`src/rtc_core_defines.vh`:
```
// Register map, field positions and reset values of the clock/calendar core
`ifndef RTC_CORE_DEFINES_VH
`define RTC_CORE_DEFINES_VH
`define RTC_SEC_ADDR 16'h9100
`define RTC_MIN_ADDR 16'h9101
`define RTC_HOUR_ADDR 16'h9102
`define RTC_DAY_ADDR 16'h9103
`define RTC_CS1_ADDR 16'h9110
`define RTC_CS2_ADDR 16'h9111
`define RTC_BYTE_ADDR(i) ({14'h0000, i, 2'b00})
`define RTC_HALT_BIT 4
`define RTC_CORR_BIT 7
`define RTC_A2F_BIT 5
`define RTC_A1F_BIT 4
`define RTC_STF_BIT 3
`define RTC_A2E_BIT 2
`define RTC_A1E_BIT 1
`define RTC_SIE_BIT 0
`define RTC_VALID_BIT 7
`define RTC_CS2_WMASK 8'h07
`define RTC_SEC_MAX 8'h59
`define RTC_HOUR_MAX 8'h23
`define RTC_DAY_FIRST 8'h01
`define RTC_ZERO8 8'h00
`define RTC_FEB 8'h02
`define RTC_DAYS_28 8'h28
`define RTC_DAYS_29 8'h29
`define RTC_DAYS_30 8'h30
`define RTC_DAYS_31 8'h31
`define RTC_APR 8'h04
`define RTC_JUN 8'h06
`define RTC_SEP 8'h09
`define RTC_NOV 8'h11
`define RTC_BCD_LIMIT 4'hA
`define RTC_YEAR_DEF 8'h00
`define RTC_MONTH_DEF 8'h01
`endif

```
`src/rtc_time_status_control.v`:
```
// Clock/calendar core: time counters, run control, interrupt flags, APB slave
// Operation
// - Any time register write sets halt flag and stops timekeeping
// - Software clears halt to restart; tick still forwarded to I/O while halted
// - Unassigned control/status bits read zero and ignore writes
// - Corrected impossible write sets correction flag and interrupt; software clears
// - Alarm 2 event sets sticky flag only while its interrupt is enabled; software only clears it
// - Alarm 1 event sets sticky flag only while its interrupt is enabled; software only clears it
// - Seconds-timer event sets sticky flag; software only clears it
// - Bit 2 enables alarm 2 interrupt, bit 1 alarm 1 interrupt
// - Bit 0 enables the seconds-timer interrupt
// - Alarms fire only on rising tick edge seen by system clock
// - Seconds bit 7 flags unreliable time; set at power-up, software clears
// - Seconds hold BCD 0 to 59 in bits 6..0
// - Minutes hold BCD 0 to 59, bit 7 reads zero
// - Hours hold BCD 0 to 23, upper bits read zero
// - Days hold BCD 1 to 31, upper bits read zero
// - Year 00 is not a leap year
// - Illegal written values become first valid value in the same cycle that sets the flag
// - Enabled alarm fires when time matches alarm with seconds zero
// - Clearing halt reopens the tick gate and resumes from written values
`timescale 1ns/1ns
`include "rtc_core_defines.vh"
`default_nettype none
module rtc_time_status_control (
  input wire core_clk_i,
  input wire srst_i,
  input wire [31:0] paddr_i,
  input wire psel_i,
  input wire penable_i,
  input wire pwrite_i,
  input wire [31:0] pwdata_i,
  output wire pready_o,
  output reg [31:0] prdata_o,
  output wire pslverr_o,
  input wire one_hertz_tick_i,
  input wire alarm1_match_i,
  input wire alarm2_match_i,
  input wire seconds_timer_event_i,
  input wire [7:0] month_i,
  input wire [7:0] year_i,
  output wire day_rollover_o,
  output reg multipurpose_io_o,
  output wire irq_o
);
  reg tick_s1_reg;
  reg tick_s2_reg;
  reg tick_prev_reg;
  reg [7:0] sec_reg;
  reg [7:0] min_reg;
  reg [7:0] hour_reg;
  reg [7:0] day_reg;
  reg clock_invalid_flag_reg;
  reg halt_reg;
  reg date_correction_flag_reg;
  reg second_alarm_flag_reg;
  reg first_alarm_flag_reg;
  reg seconds_timer_flag_reg;
  reg second_alarm_irq_enable_reg;
  reg first_alarm_irq_enable_reg;
  reg seconds_irq_enable_reg;
  reg rollover_reg;
  wire tick_rise;
  wire wr;
  wire rd;
  wire [7:0] wb;
  wire [7:0] wb_sec;
  reg [7:0] fixed;
  wire wr_time;
  wire count_en;
  wire alarm_slot;
  wire wr_cs2;
  wire [7:0] month_end;
  wire sec_wrap;
  wire min_wrap;
  wire hour_wrap;
  wire day_wrap;

  // Valid packed BCD within 0..max
  function bcd_ok;
    input [7:0] v;
    input [7:0] mx;
    begin
      bcd_ok = (v[3:0] < `RTC_BCD_LIMIT) && (v[7:4] < `RTC_BCD_LIMIT) && (v <= mx);
    end
  endfunction

  // One of the four time registers; any write there halts the clock
  function is_time_addr;
    input [31:0] a;
    begin
      if (a == `RTC_BYTE_ADDR(`RTC_SEC_ADDR))
      begin
        is_time_addr = 1'b1;
      end
      else if (a == `RTC_BYTE_ADDR(`RTC_MIN_ADDR))
      begin
        is_time_addr = 1'b1;
      end
      else if (a == `RTC_BYTE_ADDR(`RTC_HOUR_ADDR))
      begin
        is_time_addr = 1'b1;
      end
      else
      begin
        is_time_addr = (a == `RTC_BYTE_ADDR(`RTC_DAY_ADDR));
      end
    end
  endfunction

  // BCD increment, no range check
  function [7:0] bcd_inc;
    input [7:0] v;
    begin
      if (v[3:0] == 4'h9)
      begin
        bcd_inc = {v[7:4] + 4'h1, 4'h0};
      end
      else
      begin
        bcd_inc = {v[7:4], v[3:0] + 4'h1};
      end
    end
  endfunction

  // Last day of a month, leap year by the two-digit year
  function [7:0] last_day;
    input [7:0] mo;
    input [7:0] yr;
    reg leap;
    begin
      leap = (yr != `RTC_YEAR_DEF) && ((yr[4] ^ yr[1]) == 1'b0) && (yr[0] == 1'b0);
      if (mo == `RTC_FEB)
      begin
        last_day = leap ? `RTC_DAYS_29 : `RTC_DAYS_28;
      end
      else if (mo == `RTC_APR || mo == `RTC_JUN || mo == `RTC_SEP || mo == `RTC_NOV)
      begin
        last_day = `RTC_DAYS_30;
      end
      else
      begin
        last_day = `RTC_DAYS_31;
      end
    end
  endfunction

  assign tick_rise = tick_s2_reg & ~tick_prev_reg;
  // Zero-wait slave: every access completes in its first access cycle
  assign pready_o = 1'b1;
  assign pslverr_o = 1'b0;
  assign wr = psel_i & penable_i & pwrite_i;
  assign rd = psel_i & ~penable_i & ~pwrite_i;
  assign wb = pwdata_i[7:0];
  assign wr_cs2 = wr && (paddr_i == `RTC_BYTE_ADDR(`RTC_CS2_ADDR));
  assign wr_time = wr && is_time_addr(paddr_i);
  assign wb_sec = {1'b0, wb[6:0]};
  assign month_end = last_day(month_i, year_i);
  // Counting only with the gate open; halted counters ignore ticks
  assign count_en = tick_rise && !halt_reg;
  assign sec_wrap = count_en && (sec_reg[6:0] == `RTC_SEC_MAX);
  // Alarm slot: tick edge while seconds read zero
  assign alarm_slot = tick_rise && (sec_reg[6:0] == `RTC_ZERO8);
  assign min_wrap = sec_wrap && (min_reg == `RTC_SEC_MAX);
  assign hour_wrap = min_wrap && (hour_reg == `RTC_HOUR_MAX);
  assign day_wrap = hour_wrap && (day_reg == month_end);
  assign day_rollover_o = rollover_reg;
  // Written value, replaced by first valid value when illegal
  always @*
  begin
    if (paddr_i == `RTC_BYTE_ADDR(`RTC_SEC_ADDR))
    begin
      fixed = bcd_ok(wb_sec, `RTC_SEC_MAX) ? wb_sec : `RTC_ZERO8;
    end
    else if (paddr_i == `RTC_BYTE_ADDR(`RTC_MIN_ADDR))
    begin
      fixed = bcd_ok(wb, `RTC_SEC_MAX) ? wb : `RTC_ZERO8;
    end
    else if (paddr_i == `RTC_BYTE_ADDR(`RTC_HOUR_ADDR))
    begin
      fixed = bcd_ok(wb, `RTC_HOUR_MAX) ? wb : `RTC_ZERO8;
    end
    else
    begin
      fixed = (bcd_ok(wb, month_end) && wb != `RTC_ZERO8) ? wb : `RTC_DAY_FIRST;
    end
  end

  // Tick synchroniser; only the second stage is read
  always @(posedge core_clk_i)
  begin
    if (srst_i)
    begin
      tick_s1_reg <= 1'b0;
      tick_s2_reg <= 1'b0;
      tick_prev_reg <= 1'b0;
      multipurpose_io_o <= 1'b0;
    end
    else
    begin
      tick_s1_reg <= one_hertz_tick_i;
      tick_s2_reg <= tick_s1_reg;
      tick_prev_reg <= tick_s2_reg;
      multipurpose_io_o <= tick_s2_reg;
    end
  end

  // Time counters and run control
  always @(posedge core_clk_i)
  begin
    if (srst_i)
    begin
      sec_reg <= `RTC_ZERO8;
      min_reg <= `RTC_ZERO8;
      hour_reg <= `RTC_ZERO8;
      day_reg <= `RTC_DAY_FIRST;
      clock_invalid_flag_reg <= 1'b1;
      halt_reg <= 1'b1;
      rollover_reg <= 1'b0;
    end
    else
    begin
      rollover_reg <= day_wrap;
      if (wr_time)
      begin
        halt_reg <= 1'b1;
        if (paddr_i == `RTC_BYTE_ADDR(`RTC_SEC_ADDR))
        begin
          sec_reg <= fixed;
          clock_invalid_flag_reg <= clock_invalid_flag_reg & wb[`RTC_VALID_BIT];
        end
        else if (paddr_i == `RTC_BYTE_ADDR(`RTC_MIN_ADDR))
        begin
          min_reg <= fixed;
        end
        else if (paddr_i == `RTC_BYTE_ADDR(`RTC_HOUR_ADDR))
        begin
          hour_reg <= fixed;
        end
        else
        begin
          day_reg <= fixed;
        end
      end
      else
      begin
        if (wr && (paddr_i == `RTC_BYTE_ADDR(`RTC_CS1_ADDR)))
        begin
          halt_reg <= wb[`RTC_HALT_BIT];
        end
        if (count_en)
        begin
          sec_reg <= sec_wrap ? `RTC_ZERO8 : bcd_inc(sec_reg);
          if (sec_wrap)
          begin
            min_reg <= min_wrap ? `RTC_ZERO8 : bcd_inc(min_reg);
          end
          if (min_wrap)
          begin
            hour_reg <= hour_wrap ? `RTC_ZERO8 : bcd_inc(hour_reg);
          end
          if (hour_wrap)
          begin
            day_reg <= day_wrap ? `RTC_DAY_FIRST : bcd_inc(day_reg);
          end
        end
      end
    end
  end

  // Flags and enables; a hardware set wins over a same-cycle clear
  always @(posedge core_clk_i)
  begin
    if (srst_i)
    begin
      date_correction_flag_reg <= 1'b0;
      second_alarm_flag_reg <= 1'b0;
      first_alarm_flag_reg <= 1'b0;
      seconds_timer_flag_reg <= 1'b0;
      second_alarm_irq_enable_reg <= 1'b0;
      first_alarm_irq_enable_reg <= 1'b0;
      seconds_irq_enable_reg <= 1'b0;
    end
    else
    begin
      if (wr_time && fixed != ((paddr_i == `RTC_BYTE_ADDR(`RTC_SEC_ADDR)) ? wb_sec : wb))
      begin
        date_correction_flag_reg <= 1'b1;
      end
      else if (wr_cs2 && !wb[`RTC_CORR_BIT])
      begin
        date_correction_flag_reg <= 1'b0;
      end
      // Flag only an enabled alarm, so a later enable cannot fire a stale match
      if (alarm_slot && alarm2_match_i && second_alarm_irq_enable_reg)
      begin
        second_alarm_flag_reg <= 1'b1;
      end
      else if (wr_cs2 && !wb[`RTC_A2F_BIT])
      begin
        second_alarm_flag_reg <= 1'b0;
      end
      if (alarm_slot && alarm1_match_i && first_alarm_irq_enable_reg)
      begin
        first_alarm_flag_reg <= 1'b1;
      end
      else if (wr_cs2 && !wb[`RTC_A1F_BIT])
      begin
        first_alarm_flag_reg <= 1'b0;
      end
      if (seconds_timer_event_i)
      begin
        seconds_timer_flag_reg <= 1'b1;
      end
      else if (wr_cs2 && !wb[`RTC_STF_BIT])
      begin
        seconds_timer_flag_reg <= 1'b0;
      end
      if (wr_cs2)
      begin
        second_alarm_irq_enable_reg <= wb[`RTC_A2E_BIT];
        first_alarm_irq_enable_reg <= wb[`RTC_A1E_BIT];
        seconds_irq_enable_reg <= wb[`RTC_SIE_BIT];
      end
    end
  end

  assign irq_o = date_correction_flag_reg |
                 (second_alarm_flag_reg & second_alarm_irq_enable_reg) |
                 (first_alarm_flag_reg & first_alarm_irq_enable_reg) |
                 (seconds_timer_flag_reg & seconds_irq_enable_reg);

  // Read data captured in setup, stable through the access cycle
  always @(posedge core_clk_i)
  begin
    if (srst_i)
    begin
      prdata_o <= 32'h00000000;
    end
    else if (rd)
    begin
      if (paddr_i == `RTC_BYTE_ADDR(`RTC_SEC_ADDR))
      begin
        prdata_o <= {24'h000000, clock_invalid_flag_reg, sec_reg[6:0]};
      end
      else if (paddr_i == `RTC_BYTE_ADDR(`RTC_MIN_ADDR))
      begin
        prdata_o <= {24'h000000, min_reg};
      end
      else if (paddr_i == `RTC_BYTE_ADDR(`RTC_HOUR_ADDR))
      begin
        prdata_o <= {24'h000000, hour_reg};
      end
      else if (paddr_i == `RTC_BYTE_ADDR(`RTC_DAY_ADDR))
      begin
        prdata_o <= {24'h000000, day_reg};
      end
      else if (paddr_i == `RTC_BYTE_ADDR(`RTC_CS1_ADDR))
      begin
        prdata_o <= {27'h0000000, halt_reg, 4'h0};
      end
      else if (paddr_i == `RTC_BYTE_ADDR(`RTC_CS2_ADDR))
      begin
        prdata_o <= {24'h000000, date_correction_flag_reg, 1'b0, second_alarm_flag_reg,
                     first_alarm_flag_reg, seconds_timer_flag_reg,
                     second_alarm_irq_enable_reg, first_alarm_irq_enable_reg,
                     seconds_irq_enable_reg};
      end
      else
      begin
        prdata_o <= 32'h00000000;
      end
    end
  end
endmodule // rtc_time_status_control
`default_nettype wire

```
`config.mk`:
```
export PLATFORM = sky130hd
export DESIGN_NAME = rtc_time_status_control
export DESIGN_NICKNAME = d
export VERILOG_FILES = /design/src/rtc_time_status_control.v
export VERILOG_INCLUDE_DIRS = /design/src
export SDC_FILE = /design/constraint.sdc
export NUM_CORES = 1
export LEC_CHECK = 0
export BUFFER_PORTS_ARGS = -buffer_cell sky130_fd_sc_hd__buf_2
export CORE_MARGIN = 3
export CORE_UTILIZATION = 55
export DETAILED_ROUTE_END_ITERATION = 10
export GPL_ROUTABILITY_DRIVEN = 1
export HOLD_SLACK_MARGIN = 0.15
export PLACE_DENSITY = 0.85
export SLEW_MARGIN = 20
export SYNTH_ARGS = -nofsm -noshare
export SYNTH_HDL_FRONTEND = slang
export SYNTH_SLANG_ARGS = --single-unit
export TNS_END_PERCENT = 100
```
`constraint.sdc`:
```
create_clock -name core_clk_i -period 5.7 [get_ports core_clk_i]
set_input_delay 0.285 -clock core_clk_i [delete_from_list [all_inputs] [get_ports core_clk_i]]
set_output_delay 0.285 -clock core_clk_i [all_outputs]
set_load 0.02 [all_outputs]
```
==> summary.txt <==
Clock network
  • Clk_lat worst skew: 320 ps
  • CTS Hold Bufs: 0
  • Clk root buf: clkbuf_8
  • Post-CTS Setup Inserts: 0
  • Sink Count: 52
  • H-Tree Depth: 2
  • CTS tree: yes
  • Total CTS buffers: 5
  • Clock buffer depth: 2
  • Cts repair resizes: 0
  • Worst-path clk slew: 100 ps

Drt
  • Router iterations before antenna repair: 5
  • Drt drc: 0
  • Post-route ant nets: 0
  • Avg Vias per Cell: 6.292
  • Vias: 4285
  • WL final: 11830 microns
  • Drt wl/cell: 17.37 microns
  • Starting DRT DRC Count: 420

Final layout
  • FILL cells: 621
  • Antenna cells: 0
  • Post-Layout Cell Count: 681
  • Share of cells above drive strength 1: 17.61%
  • Post-route cell area: 4422 sq um
  • Commonest non-fill, non-tap cell in the layout: buf_2
  • Nets: 691
  • Layout area overhead: 10.82%
  • Most frequent cells in the layout: buf_2, nor2_1, dfxtp_1

Setup path
  • Critical Path Max Stage Delay: 620 ps
  • Crit path DAT: 3710 ps
  • Crit end category: flop
  • R2r startpoint: sec_reg[1]
  • Slowest cell on crit path: or4b_2
  • WP data required: 5930 ps
  • RR Endpoint: day_reg[5]
  • CP Launch Type: primary input
  • Critical path, cell by cell: buf_2, or4b_1, nor3_2, inv_1, ha_1, or4b_2, a21oi_1, o2111ai_1, a21boi_1, nand2_1, o211a_1, a211oi_1
  • Delay-heaviest family, CP: simple AND/OR/NAND/NOR gates
  • Critical path class: in2reg
  • WP buf/inv: 2
  • Reg2reg path depth: 9
  • Flop2flop setup slack: 2810 ps
  • Worst-path fanout max: 6

Power
  • Leak pwr: 1.736 nW
  • Sw frac: 29.82%
  • Flop pwr share: 52.6%
  • Power Internal: 0.4917 mW
  • Combinational share of power: 14.5%
  • Clk pwr share: 32.9%
  • Sw power: 0.2089 mW
  • Pwr Total: 0.7006 mW
  • Max VDD drop: 0.08574 mV
  • Power Dens Cells: 158.4 nW/um^2

Timing
  • Smallest hold slack: 183.9 ps
  • Min cycle time layout: 3484 ps
  • Max Slew Vio Count: 0
  • Fin Clk Skew: 5.413 ps
  • Final worst path period share: 61.12%
  • Hold Fails Final Rpt: 0
  • Max Fclk: 287.0 MHz
  • Setup TNS: 0 ps
  • Slew at the pin closest to its max-slew limit: 1018 ps
  • Final setup violation count: 0
  • Worst slew margin: 32.11%
  • RSZ-0062 raised after global routing: no

Floorplan
  • Number of cell rows: 30
  • Initial Utilization: 57.77%
  • Core footprint: 6907 sq um
  • Die area: 8313 sq um
  • Die H: 91.18 microns
  • Die Wd: 91.18 microns
  • Total I/O pin count: 126

Place
  • Post-DP Area: 4328 sq um
  • Detail Placement HPWL: 8985 microns
  • GPL Wtd Cong: 0.9597
  • PortBufs: 75
  • DP Cell Count: 673

Synth
  • Async SR Flop Fraction: 0%
  • Yosys top cell by area: dfxtp_1
  • Post-synth EDFFs: 0
  • Syn Area/Cell: 7.658 sq um
  • Share of the synthesized area in the top cell type: 26.09%
  • Cell area after synthesis: 3990 sq um
  • Syn Inst Count: 521
  • Top FF cell, synth: dfxtp_1
  • Sequential share of the synthesized area: 26.09%
  • Synth cell types: 70
  • Synth Register Bits: 52
  • Top cells by area, synth: dfxtp_1, ha_1, nor2_1, buf_4, a21oi_1
  • Ys Warns: 0

Global route
  • Largest net degree at the start of global routing: 58
  • Grt ovf: 0
  • Total GRT Usage: 27.53%
  • Antenna violations before repair: 0
  • First-pass GRT wire length: 18820 microns
  • Vias in the first global route: 3963

Worst hold path
  • HP Class: in2reg
  • WHS Endpoint: tick_s1_reg
  • Hold depth: 2
  • Worst Hold Launch: one_hertz_tick_i

Outcome
  • Status: completed

Flow run
  • Max-cap violations: 0
## worst max path at each step
| stage | start | to | slack [ps] | cells after the start |
|---|---|---|---|---|
| after floorplan | month_i[0] | day_reg[0] | 2600 | 11 |
| after global placement | month_i[0] | hour_reg[1] | 2100 | 12 |
| after detailed placement | month_i[0] | hour_reg[1] | 1980 | 12 |
| after CTS | month_i[0] | hour_reg[1] | 2300 | 12 |
| after global routing | month_i[0] | hour_reg[1] | 2070 | 12 |
| final | month_i[0] | hour_reg[1] | 2220 | 12 |
## worst reg2reg max path, stage by stage, from the launching register on
cell	delay, ps
dfxtp_1	360
inv_1	110
ha_1	190
nand3b_1	240
nor3_2	410
nand4_1	330
a211oi_1	500
nor2_1	150
a221oi_1	330
a221oi_1	120
## cell type report
cell class                 count  area, sq um  area share (%)
sequential                    52         1041           23.54
tap                           96        120.1           2.716
timing repair buffer          79        405.4           9.168
clock buffer                   5        68.82           1.556
multi-input combinational    427         2690           60.84
inverter                      19        71.32           1.613
clock inverter                 3        25.02          0.5659
## power groups by stage
stage | clock network (mW) | logic [mW] | registers [mW]
after CTS | 0.234 | 0.0991 | 0.369
after detailed placement | 0 | 0.0989 | 0.377
after floorplan | 0 | 0.0685 | 0.380
after global placement | 0 | 0.0957 | 0.377
final | 0.230 | 0.102 | 0.369
after global routing | 0.247 | 0.110 | 0.369
## cell usage after synthesis (5+ instances only)
| library cell | count |
|---|---|
| nor2_1 | 53 |
| dfxtp_1 | 52 |
| nor3_1 | 21 |
| nand2_1 | 35 |
| a22oi_1 | 7 |
| o22ai_1 | 6 |
| nor3b_1 | 11 |
| and3_1 | 5 |
| a21oi_1 | 35 |
| o21ai_0 | 26 |
| nor2b_1 | 11 |
| a221oi_1 | 5 |
| nand2b_1 | 9 |
| nor4_1 | 13 |
| mux2i_1 | 5 |
| and2_1 | 6 |
| nand4_1 | 6 |
| buf_4 | 26 |
| a211oi_1 | 20 |
| o21bai_1 | 6 |
| clkbuf_1 | 17 |
| or3_1 | 10 |
| inv_1 | 19 |
| nand3_1 | 19 |
| ha_1 | 18 |
| a21o_1 | 6 |
| nor4b_1 | 6 |
## stage by stage
step	utilization [%]	setup WS [ps]
2_1_floorplan	-	2602
3_3_place_gp	62.66	2097
3_5_place_dp	62.66	1976
4_1_cts	64.02	2304
5_1_grt	64.02	2072
6_report	64.02	2216
## cell families (layout without fill, tap and decap cells)
group,after synthesis,count (layout),share of synthesized area (%)
AO/OA/AOI/OAI,145,145,23.99
XOR/XNOR,2,2,0.4391
adder cells (fa/ha/maj),18,18,5.645
buffers and inverters,66,106,8.749
flip-flops,52,52,26.09
multiplexers,11,11,4.359
other,2,26,0.1882
AND/OR/NAND/NOR,225,225,30.54
## per-layer routing
metal,track usage [%],wire length [microns],vias to the layer above
met5,0,0,-
met4,12.94,360,0
met3,4.143,1147,43
met2,46.72,5690,251
met1,34.12,4630,1976
li1,-,-,2015
Note: power is estimated with default switching activity, not from simulation.
